File: src/pltp_pkg.sv
// Shared constants and types for the lane transmit path
package pltp_pkg;
	localparam int LANES = 4;
	localparam int CHAR_W = 8;
	localparam int CODE_W = 10;
	localparam logic [7:0] COMMA_BYTE = 8'hbc;
	localparam logic [7:0] PAD_BYTE = 8'hf7;
	localparam logic [7:0] SKIP_BYTE = 8'h1c;
	localparam logic [4:0] HALT_LEN = 5'h10;
	localparam logic [15:0] LFSR_SEED = 16'hffff;
	localparam logic [7:0] LANE_SCRAMBLE_CONTROL_ADDR = 8'h05;
	localparam logic [7:0] QUAD_TX_SYNC_CONTROL_ADDR = 8'h30;
	localparam int SCR_DIS_BIT = 1;
	localparam int TX_SYNC_BIT = 5;
	localparam logic [7:0] REG_RESET = 8'h00;
	localparam int CLK_NS = 100;
	localparam int IDLE_MAX_NS = 120;
	localparam int IDLE_CYC = (IDLE_MAX_NS / CLK_NS < 1) ? 1 :
		IDLE_MAX_NS / CLK_NS;
	localparam int DETECT_NS = 1000;
	localparam int DETECT_CYC = (DETECT_NS + CLK_NS - 1) / CLK_NS;
	localparam int WAIT_IDLE_NS = 5000000;
	localparam int WAIT_IDLE_CYC = WAIT_IDLE_NS / CLK_NS;
	typedef enum logic [1:0] {
		PLTP_DET_IDLE = 2'b00,
		PLTP_DET_IDLE_WAIT = 2'b01,
		PLTP_DET_TEST = 2'b11,
		PLTP_DET_DONE = 2'b10
	} pltp_det_t;
endpackage

File: src/pltp_if.sv
// Interface joining the fabric end and the transmit path end
`timescale 1ns/1ps
interface pltp_if #(parameter int LANES = 4, parameter int W = 8);
	logic [LANES-1:0][W-1:0] txd;
	logic [LANES-1:0][W/8-1:0] tx_k;
	logic [LANES-1:0][W/8-1:0] force_disp;
	logic [LANES-1:0][W/8-1:0] disp_sel;
	logic [LANES-1:0] scram_en;
	logic [LANES-1:0] elec_idle;
	logic [LANES-1:0] det_test;
	logic [LANES-1:0] det_result;
	logic [LANES-1:0] det_done;
	logic reg_wr;
	logic reg_rd;
	logic [7:0] reg_addr;
	logic [7:0] reg_wdata;
	logic [7:0] reg_rdata;
	modport dev (input txd, tx_k, force_disp, disp_sel, scram_en, elec_idle,
		det_test, reg_wr, reg_rd, reg_addr, reg_wdata,
		output det_result, det_done, reg_rdata);
	modport fab (output txd, tx_k, force_disp, disp_sel, scram_en, elec_idle,
		det_test, reg_wr, reg_rd, reg_addr, reg_wdata,
		input det_result, det_done, reg_rdata);
endinterface

File: src/pltp_lanes.sv
// Device end: scrambler, 8b10b encoder, serializer, idle and detection
//
// Summary of operation
// [RL1] Four lanes take independent eight-bit data
// [RL2] Wide option: sixteen bits, two flag bits
// [RL3] High flag marks byte as control character
// [RL4] Force input selects given disparity, one positive
// [RL5] Scrambler follows enable one cycle later
// [RL6] Control and training bytes never scrambled
// [RL7] Comma halts scrambling, starts byte counter
// [RL8] Scrambling resumes when counter reaches sixteen
// [RL9] Non-pad control ends halt early
// [RL10] Comma reloads scrambler seed
// [RL11] Eight shifts per character, skip excepted
// [RL12] Disable register bit overrides enable port
// [RL13] Bytes become 8b10b codes, disparity tracked
// [RL14] Codes serialized onto differential pair
// [RL15] Sync bit aligns all four lanes
// [RL16] Idle input holds output in idle
// [RL17] Test input starts detection, clears result
// [RL18] Result high means receiver found
// [RL19] Done rises after expected test time
// [RL20] Fabric holds idle 5 ms before test
// [RL21] Fabric pulses test about one microsecond
// [RL22] Idle entered within 120 ns
`timescale 1ns/1ps
module pltp_lanes #(
	parameter int LANES = 4,
	parameter int W = 8
) (
	// Clock and reset
	input wire logic clock,
	input wire logic rstn,
	// Link to fabric
	pltp_if.dev link,
	// Serial pads and far end sense
	output logic [LANES-1:0] pad_p,
	output logic [LANES-1:0] pad_n,
	input wire logic [LANES-1:0] far_rx_sense
);
	localparam int NB = W / 8;
	localparam int SW = NB * pltp_pkg::CODE_W;

	// ----------------------------------------
	// Helper functions
	// ----------------------------------------
	// Eight serial shifts of the 16-bit LFSR, returns next state
	function automatic logic [15:0] lfsr_adv(input logic [15:0] s);
		logic [15:0] v;
		v = s;
		for (int b = 0; b < 8; b++) begin
			v = {v[14:0], 1'b0} ^ (v[15] ? 16'h0039 : 16'h0000);
		end
		return v;
	endfunction
	// Keystream byte taken from LFSR high bits
	function automatic logic [7:0] lfsr_key(input logic [15:0] s);
		logic [7:0] k;
		logic [15:0] v;
		v = s;
		k = 8'h00;
		for (int b = 0; b < 8; b++) begin
			k[b] = v[15];
			v = {v[14:0], 1'b0} ^ (v[15] ? 16'h0039 : 16'h0000);
		end
		return k;
	endfunction
	// 5b6b code, RD- form; flip when balance nonzero and RD+
	function automatic logic [5:0] enc6(input logic [4:0] x);
		logic [5:0] t [32];
		t = '{6'h27,6'h1d,6'h2d,6'h31,6'h35,6'h29,6'h19,6'h38,
			6'h39,6'h25,6'h15,6'h34,6'h0d,6'h2c,6'h1c,6'h17,
			6'h1b,6'h23,6'h13,6'h32,6'h0b,6'h2a,6'h1a,6'h3a,
			6'h33,6'h26,6'h16,6'h36,6'h0e,6'h2e,6'h1e,6'h2b};
		return t[x];
	endfunction
	// 3b4b code, RD- form
	function automatic logic [3:0] enc4(input logic [2:0] y, input logic k);
		logic [3:0] t [8];
		t = '{4'hb,4'h9,4'h5,4'hc,4'hd,4'ha,4'h6,4'he};
		return (k && y == 3'h7) ? 4'h7 : t[y];
	endfunction
	// Ones count of a sub-block
	function automatic logic [2:0] ones(input logic [5:0] v);
		return 3'(v[0]) + 3'(v[1]) + 3'(v[2]) + 3'(v[3]) + 3'(v[4]) + 3'(v[5]);
	endfunction

	// ----------------------------------------
	// Register file
	// ----------------------------------------
	logic [7:0] scr_ctl_reg;
	logic [7:0] sync_ctl_reg;
	logic [7:0] rdata_reg;
	// Register writes
	always_ff @(posedge clock) begin
		if (!rstn) begin
			scr_ctl_reg <= pltp_pkg::REG_RESET;
			sync_ctl_reg <= pltp_pkg::REG_RESET;
		end else if (link.reg_wr) begin
			if (link.reg_addr == pltp_pkg::LANE_SCRAMBLE_CONTROL_ADDR)
				scr_ctl_reg <= link.reg_wdata;
			else if (link.reg_addr == pltp_pkg::QUAD_TX_SYNC_CONTROL_ADDR)
				sync_ctl_reg <= link.reg_wdata;
		end
	end
	// Read data one cycle after strobe, unmapped reads zero
	always_ff @(posedge clock) begin
		if (!rstn)
			rdata_reg <= '0;
		else if (!link.reg_rd)
			rdata_reg <= '0;
		else if (link.reg_addr == pltp_pkg::LANE_SCRAMBLE_CONTROL_ADDR)
			rdata_reg <= scr_ctl_reg;
		else if (link.reg_addr == pltp_pkg::QUAD_TX_SYNC_CONTROL_ADDR)
			rdata_reg <= sync_ctl_reg;
		else
			rdata_reg <= '0;
	end
	assign link.reg_rdata = rdata_reg;
	wire scr_dis = scr_ctl_reg[pltp_pkg::SCR_DIS_BIT];
	wire tx_sync = sync_ctl_reg[pltp_pkg::TX_SYNC_BIT];

	// ----------------------------------------
	// Per-lane datapath
	// ----------------------------------------
	logic [LANES-1:0] ser_load;
	logic [3:0] phase_reg;
	// Shared word phase: sync bit aligns all lanes to one phase
	always_ff @(posedge clock) begin
		if (!rstn || !tx_sync)
			phase_reg <= '0; // RL15
		else
			phase_reg <= (phase_reg == 4'(SW - 1)) ? '0 : phase_reg + 4'h1;
	end

	for (genvar i = 0; i < LANES; i++) begin : g_lane
		logic en_reg;
		logic halt_reg;
		logic kill_reg;
		logic [4:0] bcnt_reg;
		logic [15:0] lfsr_reg;
		logic rd_reg;
		logic [SW-1:0] code_reg;
		logic [SW-1:0] shift_reg;
		logic [3:0] lphase_reg;
		logic idle_reg;
		logic [7:0] dcnt_reg;
		logic run_reg;
		logic res_reg;
		logic done_reg;
		logic [SW-1:0] code_next;
		logic rd_next;
		logic halt_next;
		logic kill_next;
		logic [4:0] bcnt_next;
		logic [15:0] lfsr_next;

		// Enable follows port one cycle later, register wins
		always_ff @(posedge clock) begin
			if (!rstn)
				en_reg <= 1'b0;
			else
				en_reg <= link.scram_en[i] && !scr_dis; // RL5 RL12
		end

		// Scramble and encode each byte lane in order
		always_comb begin
			logic [7:0] d;
			logic [7:0] sd;
			logic k;
			logic [5:0] a;
			logic [3:0] b;
			logic rd;
			d = '0;
			sd = '0;
			k = 1'b0;
			a = '0;
			b = '0;
			rd = rd_reg;
			halt_next = halt_reg;
			kill_next = kill_reg;
			bcnt_next = bcnt_reg;
			lfsr_next = lfsr_reg;
			code_next = '0;
			for (int j = 0; j < NB; j++) begin
				d = link.txd[i][j*8 +: 8];
				k = link.tx_k[i][j]; // RL3 RL2
				sd = d;
				if (k && d == pltp_pkg::COMMA_BYTE) begin
					halt_next = 1'b1; // RL7
					kill_next = 1'b0;
					bcnt_next = 5'h1;
				end else if (halt_next) begin
					if (k && d != pltp_pkg::PAD_BYTE)
						kill_next = 1'b1; // RL9
					else if (kill_next && !k) begin
						halt_next = 1'b0; // RL9
						kill_next = 1'b0;
					end
					if (halt_next && !kill_next) begin
						bcnt_next = bcnt_next + 5'h1;
						if (bcnt_next == pltp_pkg::HALT_LEN)
							halt_next = 1'b0; // RL8
					end
				end
				if (en_reg && !k && !halt_next && !kill_next)
					sd = d ^ lfsr_key(lfsr_next); // RL6
				if (k && d == pltp_pkg::COMMA_BYTE)
					lfsr_next = pltp_pkg::LFSR_SEED; // RL10
				else if (!(k && d == pltp_pkg::SKIP_BYTE))
					lfsr_next = lfsr_adv(lfsr_next); // RL11
				a = enc6(sd[4:0]);
				if (k && sd[4:0] == 5'h1c)
					a = 6'h0f;
				b = enc4(sd[7:5], k);
				if (link.force_disp[i][j])
					rd = link.disp_sel[i][j]; // RL4
				if (rd && ones(a) != 3'h3)
					a = ~a;
				if (rd ^ (ones(a) != 3'h3))
					b = ~b;
				if (ones({2'b00, b}) != 3'h2 || ones(a) != 3'h3)
					rd = ~rd; // RL13
				code_next[j*10 +: 10] = {a, b};
			end
			rd_next = rd;
		end

		// Encoder and scrambler state, NB characters per serial word
		always_ff @(posedge clock) begin
			if (!rstn) begin
				rd_reg <= 1'b0;
				halt_reg <= 1'b0;
				kill_reg <= 1'b0;
				bcnt_reg <= '0;
				lfsr_reg <= pltp_pkg::LFSR_SEED;
				code_reg <= '0;
			end else if (ser_load[i]) begin
				rd_reg <= rd_next;
				halt_reg <= halt_next;
				kill_reg <= kill_next;
				bcnt_reg <= bcnt_next;
				lfsr_reg <= lfsr_next;
				code_reg <= code_next;
			end
		end

		// Serializer, one bit per clock, load at word phase
		assign ser_load[i] = (lphase_reg == 4'(SW - 1));
		always_ff @(posedge clock) begin
			if (!rstn) begin
				shift_reg <= '0;
				lphase_reg <= '0;
			end else begin
				lphase_reg <= tx_sync ? phase_reg :
					(ser_load[i] ? '0 : lphase_reg + 4'h1);
				shift_reg <= ser_load[i] ? code_reg : shift_reg << 1; // RL14
			end
		end

		// Idle, entered within one cycle of the input
		always_ff @(posedge clock) begin
			if (!rstn)
				idle_reg <= 1'b1;
			else
				idle_reg <= link.elec_idle[i]; // RL16 RL22
		end
		assign pad_p[i] = !idle_reg && shift_reg[SW-1];
		assign pad_n[i] = !idle_reg && !shift_reg[SW-1];

		// Receiver detection: test clears, done the cycle after test drops
		always_ff @(posedge clock) begin
			if (!rstn) begin
				run_reg <= 1'b0;
				res_reg <= 1'b0;
				done_reg <= 1'b0;
				dcnt_reg <= '0;
			end else if (link.det_test[i]) begin
				done_reg <= 1'b0; // RL17
				res_reg <= 1'b0;
				run_reg <= 1'b1;
				if (dcnt_reg != 8'(pltp_pkg::DETECT_CYC))
					dcnt_reg <= dcnt_reg + 8'h1;
			end else if (run_reg) begin
				run_reg <= 1'b0;
				done_reg <= 1'b1; // RL19
				res_reg <= far_rx_sense[i] && idle_reg; // RL18
				dcnt_reg <= '0;
			end
		end
		assign link.det_result[i] = res_reg;
		assign link.det_done[i] = done_reg;
	end
endmodule

File: src/flat_wrapper.sv
// flat-port wrapper written by rule: the top's interface ports become plain ports
module pltp_lanes_flat 
#(
	parameter int LANES = 4,
	parameter int W = 8
)
  (clock, rstn, pad_p, pad_n, far_rx_sense, link_txd, link_tx_k, link_force_disp, link_disp_sel, link_scram_en, link_elec_idle, link_det_test, link_reg_wr, link_reg_rd, link_reg_addr, link_reg_wdata, link_det_result, link_det_done, link_reg_rdata);
  pltp_if #(.LANES(LANES), .W(W)) link_i ();
  input wire logic clock;
  input wire logic rstn;
  output logic [LANES-1:0] pad_p;
  output logic [LANES-1:0] pad_n;
  input wire logic [LANES-1:0] far_rx_sense;
  input wire logic [$bits(link_i.txd)-1:0] link_txd;
  input wire logic [$bits(link_i.tx_k)-1:0] link_tx_k;
  input wire logic [$bits(link_i.force_disp)-1:0] link_force_disp;
  input wire logic [$bits(link_i.disp_sel)-1:0] link_disp_sel;
  input wire logic [$bits(link_i.scram_en)-1:0] link_scram_en;
  input wire logic [$bits(link_i.elec_idle)-1:0] link_elec_idle;
  input wire logic [$bits(link_i.det_test)-1:0] link_det_test;
  input wire logic [$bits(link_i.reg_wr)-1:0] link_reg_wr;
  input wire logic [$bits(link_i.reg_rd)-1:0] link_reg_rd;
  input wire logic [$bits(link_i.reg_addr)-1:0] link_reg_addr;
  input wire logic [$bits(link_i.reg_wdata)-1:0] link_reg_wdata;
  output wire logic [$bits(link_i.det_result)-1:0] link_det_result;
  output wire logic [$bits(link_i.det_done)-1:0] link_det_done;
  output wire logic [$bits(link_i.reg_rdata)-1:0] link_reg_rdata;
  assign link_i.txd = link_txd;
  assign link_i.tx_k = link_tx_k;
  assign link_i.force_disp = link_force_disp;
  assign link_i.disp_sel = link_disp_sel;
  assign link_i.scram_en = link_scram_en;
  assign link_i.elec_idle = link_elec_idle;
  assign link_i.det_test = link_det_test;
  assign link_i.reg_wr = link_reg_wr;
  assign link_i.reg_rd = link_reg_rd;
  assign link_i.reg_addr = link_reg_addr;
  assign link_i.reg_wdata = link_reg_wdata;
  assign link_det_result = link_i.det_result;
  assign link_det_done = link_i.det_done;
  assign link_reg_rdata = link_i.reg_rdata;
  pltp_lanes #(.LANES(LANES), .W(W)) u_core (.clock(clock), .rstn(rstn), .link(link_i), .pad_p(pad_p), .pad_n(pad_n), .far_rx_sense(far_rx_sense));
endmodule
File: config.mk
export PLATFORM = sky130hd
export DESIGN_NAME = pltp_lanes_flat
export DESIGN_NICKNAME = d
export VERILOG_FILES = /design/src/pltp_pkg.sv /design/src/pltp_if.sv /design/src/pltp_lanes.sv /design/src/flat_wrapper.sv
export SDC_FILE = /design/constraint.sdc
export NUM_CORES = 1
export LEC_CHECK = 0
export ABC_CLOCK_PERIOD_IN_PS = 34400
export BUFFER_PORTS_ARGS = -buffer_cell sky130_fd_sc_hd__clkbuf_2
export CORE_MARGIN = 8
export CORE_UTILIZATION = 35
export DETAILED_ROUTE_END_ITERATION = 10
export GPL_TIMING_DRIVEN = 0
export PLACE_DENSITY = 0.6
export SLEW_MARGIN = 10
export SYNTH_ARGS = -nofsm -noshare
export SYNTH_HDL_FRONTEND = slang
export SYNTH_SLANG_ARGS = --single-unit
File: constraint.sdc
create_clock -name clock -period 34.4 [get_ports clock]
set_input_delay 6.88 -clock clock [delete_from_list [all_inputs] [get_ports clock]]
set_output_delay 6.88 -clock clock [all_outputs]
set_load 0.03 [all_outputs]
Word-level counts from Yosys, hierarchy flattened
Memories as Yosys holds them, arrays and structs flattened.
Cells that the tools add are included.
Widths: inputs -> output; s select.
{"block": "totals", "regBits": 240, "romBits": 896, "inputBits": 80, "mem_count": 8}
{"name": "(no name shown)", "words": 32, "word_bits": 6, "read_ports": 1, "rd_ports_with_merged_regs": 0, "write_ports": 0, "line": "pltp_lanes.sv:75", "rtl": "return t[x];"}
{"name": "(no name shown)", "words": 32, "word_bits": 6, "read_ports": 1, "rd_ports_with_merged_regs": 0, "write_ports": 0, "line": "pltp_lanes.sv:75"}
{"name": "(no name shown)", "words": 32, "word_bits": 6, "read_ports": 1, "rd_ports_with_merged_regs": 0, "write_ports": 0, "line": "pltp_lanes.sv:75"}
{"name": "(no name shown)", "words": 32, "word_bits": 6, "read_ports": 1, "rd_ports_with_merged_regs": 0, "write_ports": 0, "line": "pltp_lanes.sv:75"}
{"name": "(no name shown)", "words": 8, "word_bits": 4, "read_ports": 1, "rd_ports_with_merged_regs": 0, "write_ports": 0, "line": "pltp_lanes.sv:81", "rtl": "return (k && y == 3'h7) ? 4'h7 : t[y];"}
{"name": "(no name shown)", "words": 8, "word_bits": 4, "read_ports": 1, "rd_ports_with_merged_regs": 0, "write_ports": 0, "line": "pltp_lanes.sv:81"}
{"name": "2 more memories"}
{"block": "classes", "add_sub_neg": 61, "order_cmp": 8, "n_eq_ne": 47, "mux": 170, "bitwise_logic": 62, "reduce_logical": 120}
{"operator": "$xor 16x16->16", "n": 30}
{"operator": "$mux 6", "n": 48}
{"operator": "$mux 16", "n": 8}
{"operator": "$add 3x1->3", "n": 40}
{"operator": "$mux 4", "n": 24}
{"operator": "$mux 1", "n": 68}
{"operator": "$logic_and 1x1->1", "n": 60}
{"operator": "$mux 5", "n": 12}
{"operator": "$mux 8", "n": 6}
{"operator": "$eq 5x5->1 const B", "n": 8}
{"operator": "$mux 10", "n": 4}
{"operator": "$ne 3x2->1 const B", "n": 12}
{"operator": "$eq 8x5->1 const B", "n": 4}
{"operator": "$eq 8x8->1 const B", "n": 4}
{"operator": "$ne 8x8->1 const B", "n": 4}
{"operator": "$xor 16x6->16", "n": 2}
{"operator": "$xor 8x8->8", "n": 4}
{"operator": "$logic_not 1->1", "n": 27}
{"operator": "$add 1x1->2", "n": 12}
{"operator": "$ge 6x6->1 const B", "n": 4}
{"operator": "$not 5->6", "n": 4}
{"operator": "$not 6->6", "n": 4}
{"operator": "$add 4x1->4 const B", "n": 5}
{"operator": "$add 5x1->5 const B", "n": 4}
{"operator": "15 further kinds", "n": 70}

Longest topological paths before layout
{"block": "logic_depth", "word_depth": 43, "depth_mapped": 39, "mapped_depth_nobuf": 38}

Worst setup path after synthesis
Ideal clock, no wire load.
{"block": "synth_timing", "kind": "input to register", "from": "input port link_tx_k[1]", "to": "register u_core.g_lane[1].rd_reg", "arrival_ns": 15.749, "t_required_ns": 34.330, "path_slack_ns": 18.580, "stages": 38, "path_cell_list": "buf_2 nor4b_1 nand2_1 nor2_1 buf_2 nor3_1 xor2_1 inv_1 ha_1 clkbuf_1 a21oi_1 or3_1 a21oi_1 or2_1 ha_1 fa_1 inv_1 fa_1 [... 2 more ...] a21oi_2 xnor2_1 fa_1 inv_1 fa_1 inv_1 fa_1 nand3b_1 xnor2_1 xnor2_1 xnor2_1 ha_1 fa_1 ha_1 or4b_2 o21ai_0 a21oi_1 a21oi_1"}
{"block": "synth_between", "elab_chain_len": 42, "elab_cells_between_ends": 64, "cone_classes": "add/sub: 13; eq/ne: 5; mux: 24; bitwise: 5; reduce/logical: 15; memory: 2"}
{"element": "from (decl)", "line": "flat_wrapper.sv:15", "rtl": "input wire logic [$bits(link_i.tx_k)-1:0] link_tx_k;"}
{"element": "$logic_not 1->1", "line": "pltp_lanes.sv:196, pltp_lanes.sv:206"}
{"element": "$logic_and 1x1->1", "line": "pltp_lanes.sv:196", "rtl": "else if (kill_next && !k) begin"}
{"element": "$mux 1", "line": "pltp_lanes.sv:196"}
{"element": "$mux 1", "line": "pltp_lanes.sv:194", "rtl": "if (k && d != pltp_pkg::PAD_BYTE)"}
{"element": "$mux 1", "line": "pltp_lanes.sv:193", "rtl": "end else if (halt_next) begin"}
{"element": "$mux 1", "line": "pltp_lanes.sv:189", "rtl": "if (k && d == pltp_pkg::COMMA_BYTE) begin"}
{"element": "$logic_not 1->1", "line": "pltp_lanes.sv:200", "rtl": "if (halt_next && !kill_next) begin"}
{"element": "$logic_and 1x1->1", "line": "pltp_lanes.sv:200"}
{"element": "[... 26 more ...]"}
{"element": "$xor 1x1->1", "line": "pltp_lanes.sv:220", "rtl": "if (rd ^ (ones(a) != 3'h3))"}
{"element": "$mux 4 *", "line": "pltp_lanes.sv:220"}
{"element": "named net u_core.g_lane[1].$23.b[1]", "line": "pltp_lanes.sv:172", "rtl": "logic [3:0] b;"}
{"element": "$add 1x1->2 *", "line": "pltp_lanes.sv:85", "rtl": "return 3'(v[0]) + 3'(v[1]) + 3'(v[2]) + 3'(v[3]) + 3'(v[4]) + 3'(v[5]);"}
{"element": "$add 3x1->3 * (2 in series)", "line": "pltp_lanes.sv:85"}
{"element": "$ne 3x2->1 *", "line": "pltp_lanes.sv:222", "rtl": "if (ones({2'b00, b}) != 3'h2 || ones(a) != 3'h3)"}
{"element": "$logic_or 1x1->1 *", "line": "pltp_lanes.sv:222"}
{"element": "$mux 1 *", "line": "pltp_lanes.sv:222"}
{"element": "to (signal assigned)", "line": "pltp_lanes.sv:239", "rtl": "rd_reg <= rd_next;"}
{"element": "to (decl)", "line": "pltp_lanes.sv:142", "rtl": "logic rd_reg;"}
The timed path passes the listed nets; every way through them passes the cells marked *. The select of a mux whose other input is x is not followed.
A chain may end at the register's enable or synchronous reset.

Worst setup path in the final report
Same ends and word-level chain as after synthesis.

==> flow_summary_export.csv <==
group,metric,value,unit
power_and_ir_drop,p_comb_share,33.9,%
sta,fin_ws,17.77,ns
job,drv_cap,0,
detailed_routing,drc,0,
detailed_routing,viasPerCell,5.22,
sta,fmax,60.1,MHz
clocking,cts_buffers,27,
setup_path,worst_setup_path_start_kind,"input port",
placed_design,dpl.hpwl,28900,um
synthesis,synthTopCellsByArea,"dfxtp_1 33%, xnor2_1 6.1%, nand2_1 5.1%",
clocking,h-tree-depth,1,
sta,tns,0,ns
detailed_routing,route.vias.total,12900,
synthesis,post_synth.cell_area_avg,8.15,sq um
grt,grt.total_usage,15.6,%
setup_path,cp-end-kind,"flip-flop",
synthesis,yosysSeqAreaShare,33.0,%
detailed_routing,ant_nets,0,
die,rows,74,
setup_path,arrival,17.12,ns
clocking,root_buffer,"clkbuf_16",
die,pin_count,104,
power_and_ir_drop,p_sw,0.000297,W
synthesis,synth_cell_type_count,101,
grt,grt_pass1_vias,12400,
synthesis,synth.top_cell.area_share,33.0,%
setup_path,cpPeakStageDelay,0.63,ns
grt,antenna_found_initial,0,
setup_path,timing.rr.end,"u_core.g_lane[0].rd_reg",
grt,grt_max_degree,15,
setup_path,cp_num_cells,38,
die,die_width,220,um
power_and_ir_drop,p_leak,6.21,nW
power_and_ir_drop,clkPwrFrac,33.9,%
synthesis,syn_area,14600,sq um
sta,worst-slew-pin-transition,1.16,ns
final_layout,antenna_cells,0,
setup_path,crit_top_cell,"fa_1",
clocking,cts_resized,0,
synthesis,synth_top_area_cell,"dfxtp_1",
clocking,clock_latency,0.57,ns
final_layout,largest_reg_flops,64,
setup_path,critPathLaunch,"link_tx_k[1]",
power_and_ir_drop,power.internal,0.000580,W
setup_path,crit_slowest_cell,"or4b_2",
sta,clock_skew,0.0193,ns
sta,period_share,48.3,%
clocking,cts_tree,"built",
placed_design,pre_cts_slack,17.28,ns
power_and_ir_drop,switching_share,33.9,%
detailed_routing,wirelength,38900,um
synthesis,synthCells,1785,
synthesis,synth_edf_count,0,
sta,finalSetupViolCount,0,
setup_path,cp_top_family,"adder cells",
setup_path,cp.required,34.89,ns
sta,drv_slew,0,
clocking,cts_setup_buffers,0,
grt,grt_pass1_wl,63400,um
die,initial_core_util,35.6,%
setup_path,reg2reg_depth,35,
sta,hold_ws,0.432,ns
detailed_routing,first_pass_iters,7,
setup_path,reg2reg_from,"u_core.g_lane[0].bcnt_reg[3]",
min_path,hp-class,"flip-flop to flip-flop",
clocking,clockBufferDepth,3,
power_and_ir_drop,max-vdd-ir-drop,0.0419,mV
detailed_routing,drt_iter0_drc,780,
setup_path,worst-path-max-fanout,10,
setup_path,critPathCapture,"u_core.g_lane[1].rd_reg",
die,dieHeight,220,um
power_and_ir_drop,power_density,52.7,nW/um^2
outcome,status,"complete, no violations",
final_layout,nNetsFinal,2076,
synthesis,synthMostInstantiatedCell,"dfxtp_1",
sta,period_needed,16.63,ns
synthesis,async_reset_ff_share,0,%
clocking,numClockSinks,240,
grt,overflow,0,
die,die_area,48400,sq um
setup_path,cp_num_buf_inv,8,
final_layout,area_delta_synth_final,14.3,%
sta,relSlewSlack,22.2,%
power_and_ir_drop,seqPwrFrac,32.2,%
placed_design,numPortBuffers,100,
setup_path,reg2reg_slack,23.88,ns
detailed_routing,post_drt_wl_per_cell,15.8,um
min_path,hold_depth,2,
placed_design,gp_congestion,0.869,
sta,final_hold_viol_count,0,
final_layout,final_layout_size_suffix_gt1_share,11.9,%
final_layout,fin_util,40.7,%
synthesis,synth-seq-cells,240,
clocking,hold_buffers,0,
setup_path,crit_type,"input port to flip-flop",
sta,rsz0062_at_grt,"no",
die,core,40900,sq um
synthesis,netlist_top_cells_count,"240 x dfxtp_1, 199 x nand2_1, 173 x nor2_1, 136 x a21oi_1, 131 x o21ai_0",
synthesis,ys.flop_type,"dfxtp_1",
synthesis,yosys_warnings,0,
clocking,path_clk_slew,0.06,ns
synthesis,syn_nets,1947,
-- logic make-up after synthesis --
| kind of cell | share of synthesized area, % |
|---|---|
| fa+ha+maj | 8.49 |
| flops | 33.0 |
| buf+inv | 4.75 |
| compound gates | 17.0 |
| xor+xnor | 11.2 |
| simple gates | 23.4 |
| mux | 2.11 |
-- worst register-to-register path, delay by kind of cell, from the launching register on --
kind,cells,cell delay (ns)
flip-flops,1,0.34
buffers and inverters,6,0.86
multiplexers,1,0.26
AO/OA/AOI/OAI,8,1.92
AND/OR/NAND/NOR,4,1.12
XOR/XNOR,5,1.74
adder cells (fa/ha/maj),11,4.22
-- layout by cell type, fill, tap and decap left out, types with 70 or more instances in the layout --
master	Yosys	final
nor2_1	173	173
nor3_1	89	89
nand2_1	199	199
clkbuf_1	88	91
nand3_1	70	70
clkbuf_2	0	100
o21ai_0	131	131
a21oi_1	136	136
dfxtp_1	240	240
xnor2_1	102	102
-- stage by stage --
step / total power, W / cells / instance area (sq um)
final: 0.000877 / 2466 / 16600
after global routing: 0.000943 / 2466 / 16600
after CTS: 0.000888 / 2466 / 16600
after detailed placement: 0.000585 / 2417 / 15700
after global placement: 0.000569 / 2417 / 15700
after floorplan: 0.000513 / 1785 / 14600
-- power groups by stage --
stage	Combinational (W)	Sequential (W)	Clock (W)
6_report	0.000297	0.000282	0.000297
5_1_grt	0.000344	0.000283	0.000316
4_1_cts	0.000300	0.000282	0.000305
3_5_place_dp	0.000297	0.000288	0
3_3_place_gp	0.000280	0.000288	0
2_1_floorplan	0.000225	0.000288	0
-- layer usage --
layer | track usage, % | vias up | share of wire, %
met5 | 0 | - | 0
met4 | 4.49 | 0 | 2.6
met3 | 2.15 | 74 | 4.4
met2 | 25.8 | 268 | 47
met1 | 21.0 | 6106 | 46
li1 | - | 6420 | -
-- worst min-delay path by stage --
stage | start | to
6_report | u_core.g_lane[0].shift_reg[0] | u_core.g_lane[0].shift_reg[1]
5_1_grt | u_core.g_lane[1].shift_reg[7] | u_core.g_lane[1].shift_reg[8]
3_3_place_gp | u_core.g_lane[3].shift_reg[6] | u_core.g_lane[3].shift_reg[7]
2_1_floorplan | u_core.g_lane[2].code_reg[0] | u_core.g_lane[2].shift_reg[0]
4_1_cts | u_core.g_lane[0].shift_reg[0] | u_core.g_lane[0].shift_reg[1]
3_5_place_dp | u_core.g_lane[0].shift_reg[0] | u_core.g_lane[0].shift_reg[1]
-- final cells by class --
class                           count  area (sq um)
Inverter                           55           206
Buffer                            112           485
Tap cell                          532           666
Sequential cell                   240          4800
Clock inverter                     16           186
Clock buffer                       33           728
Timing Repair Buffer              100           500
Multi-Input combinational cell   1378          9060
Fill cell                        4189         24300
No activity file was read; power rests on OpenSTA's default activity.
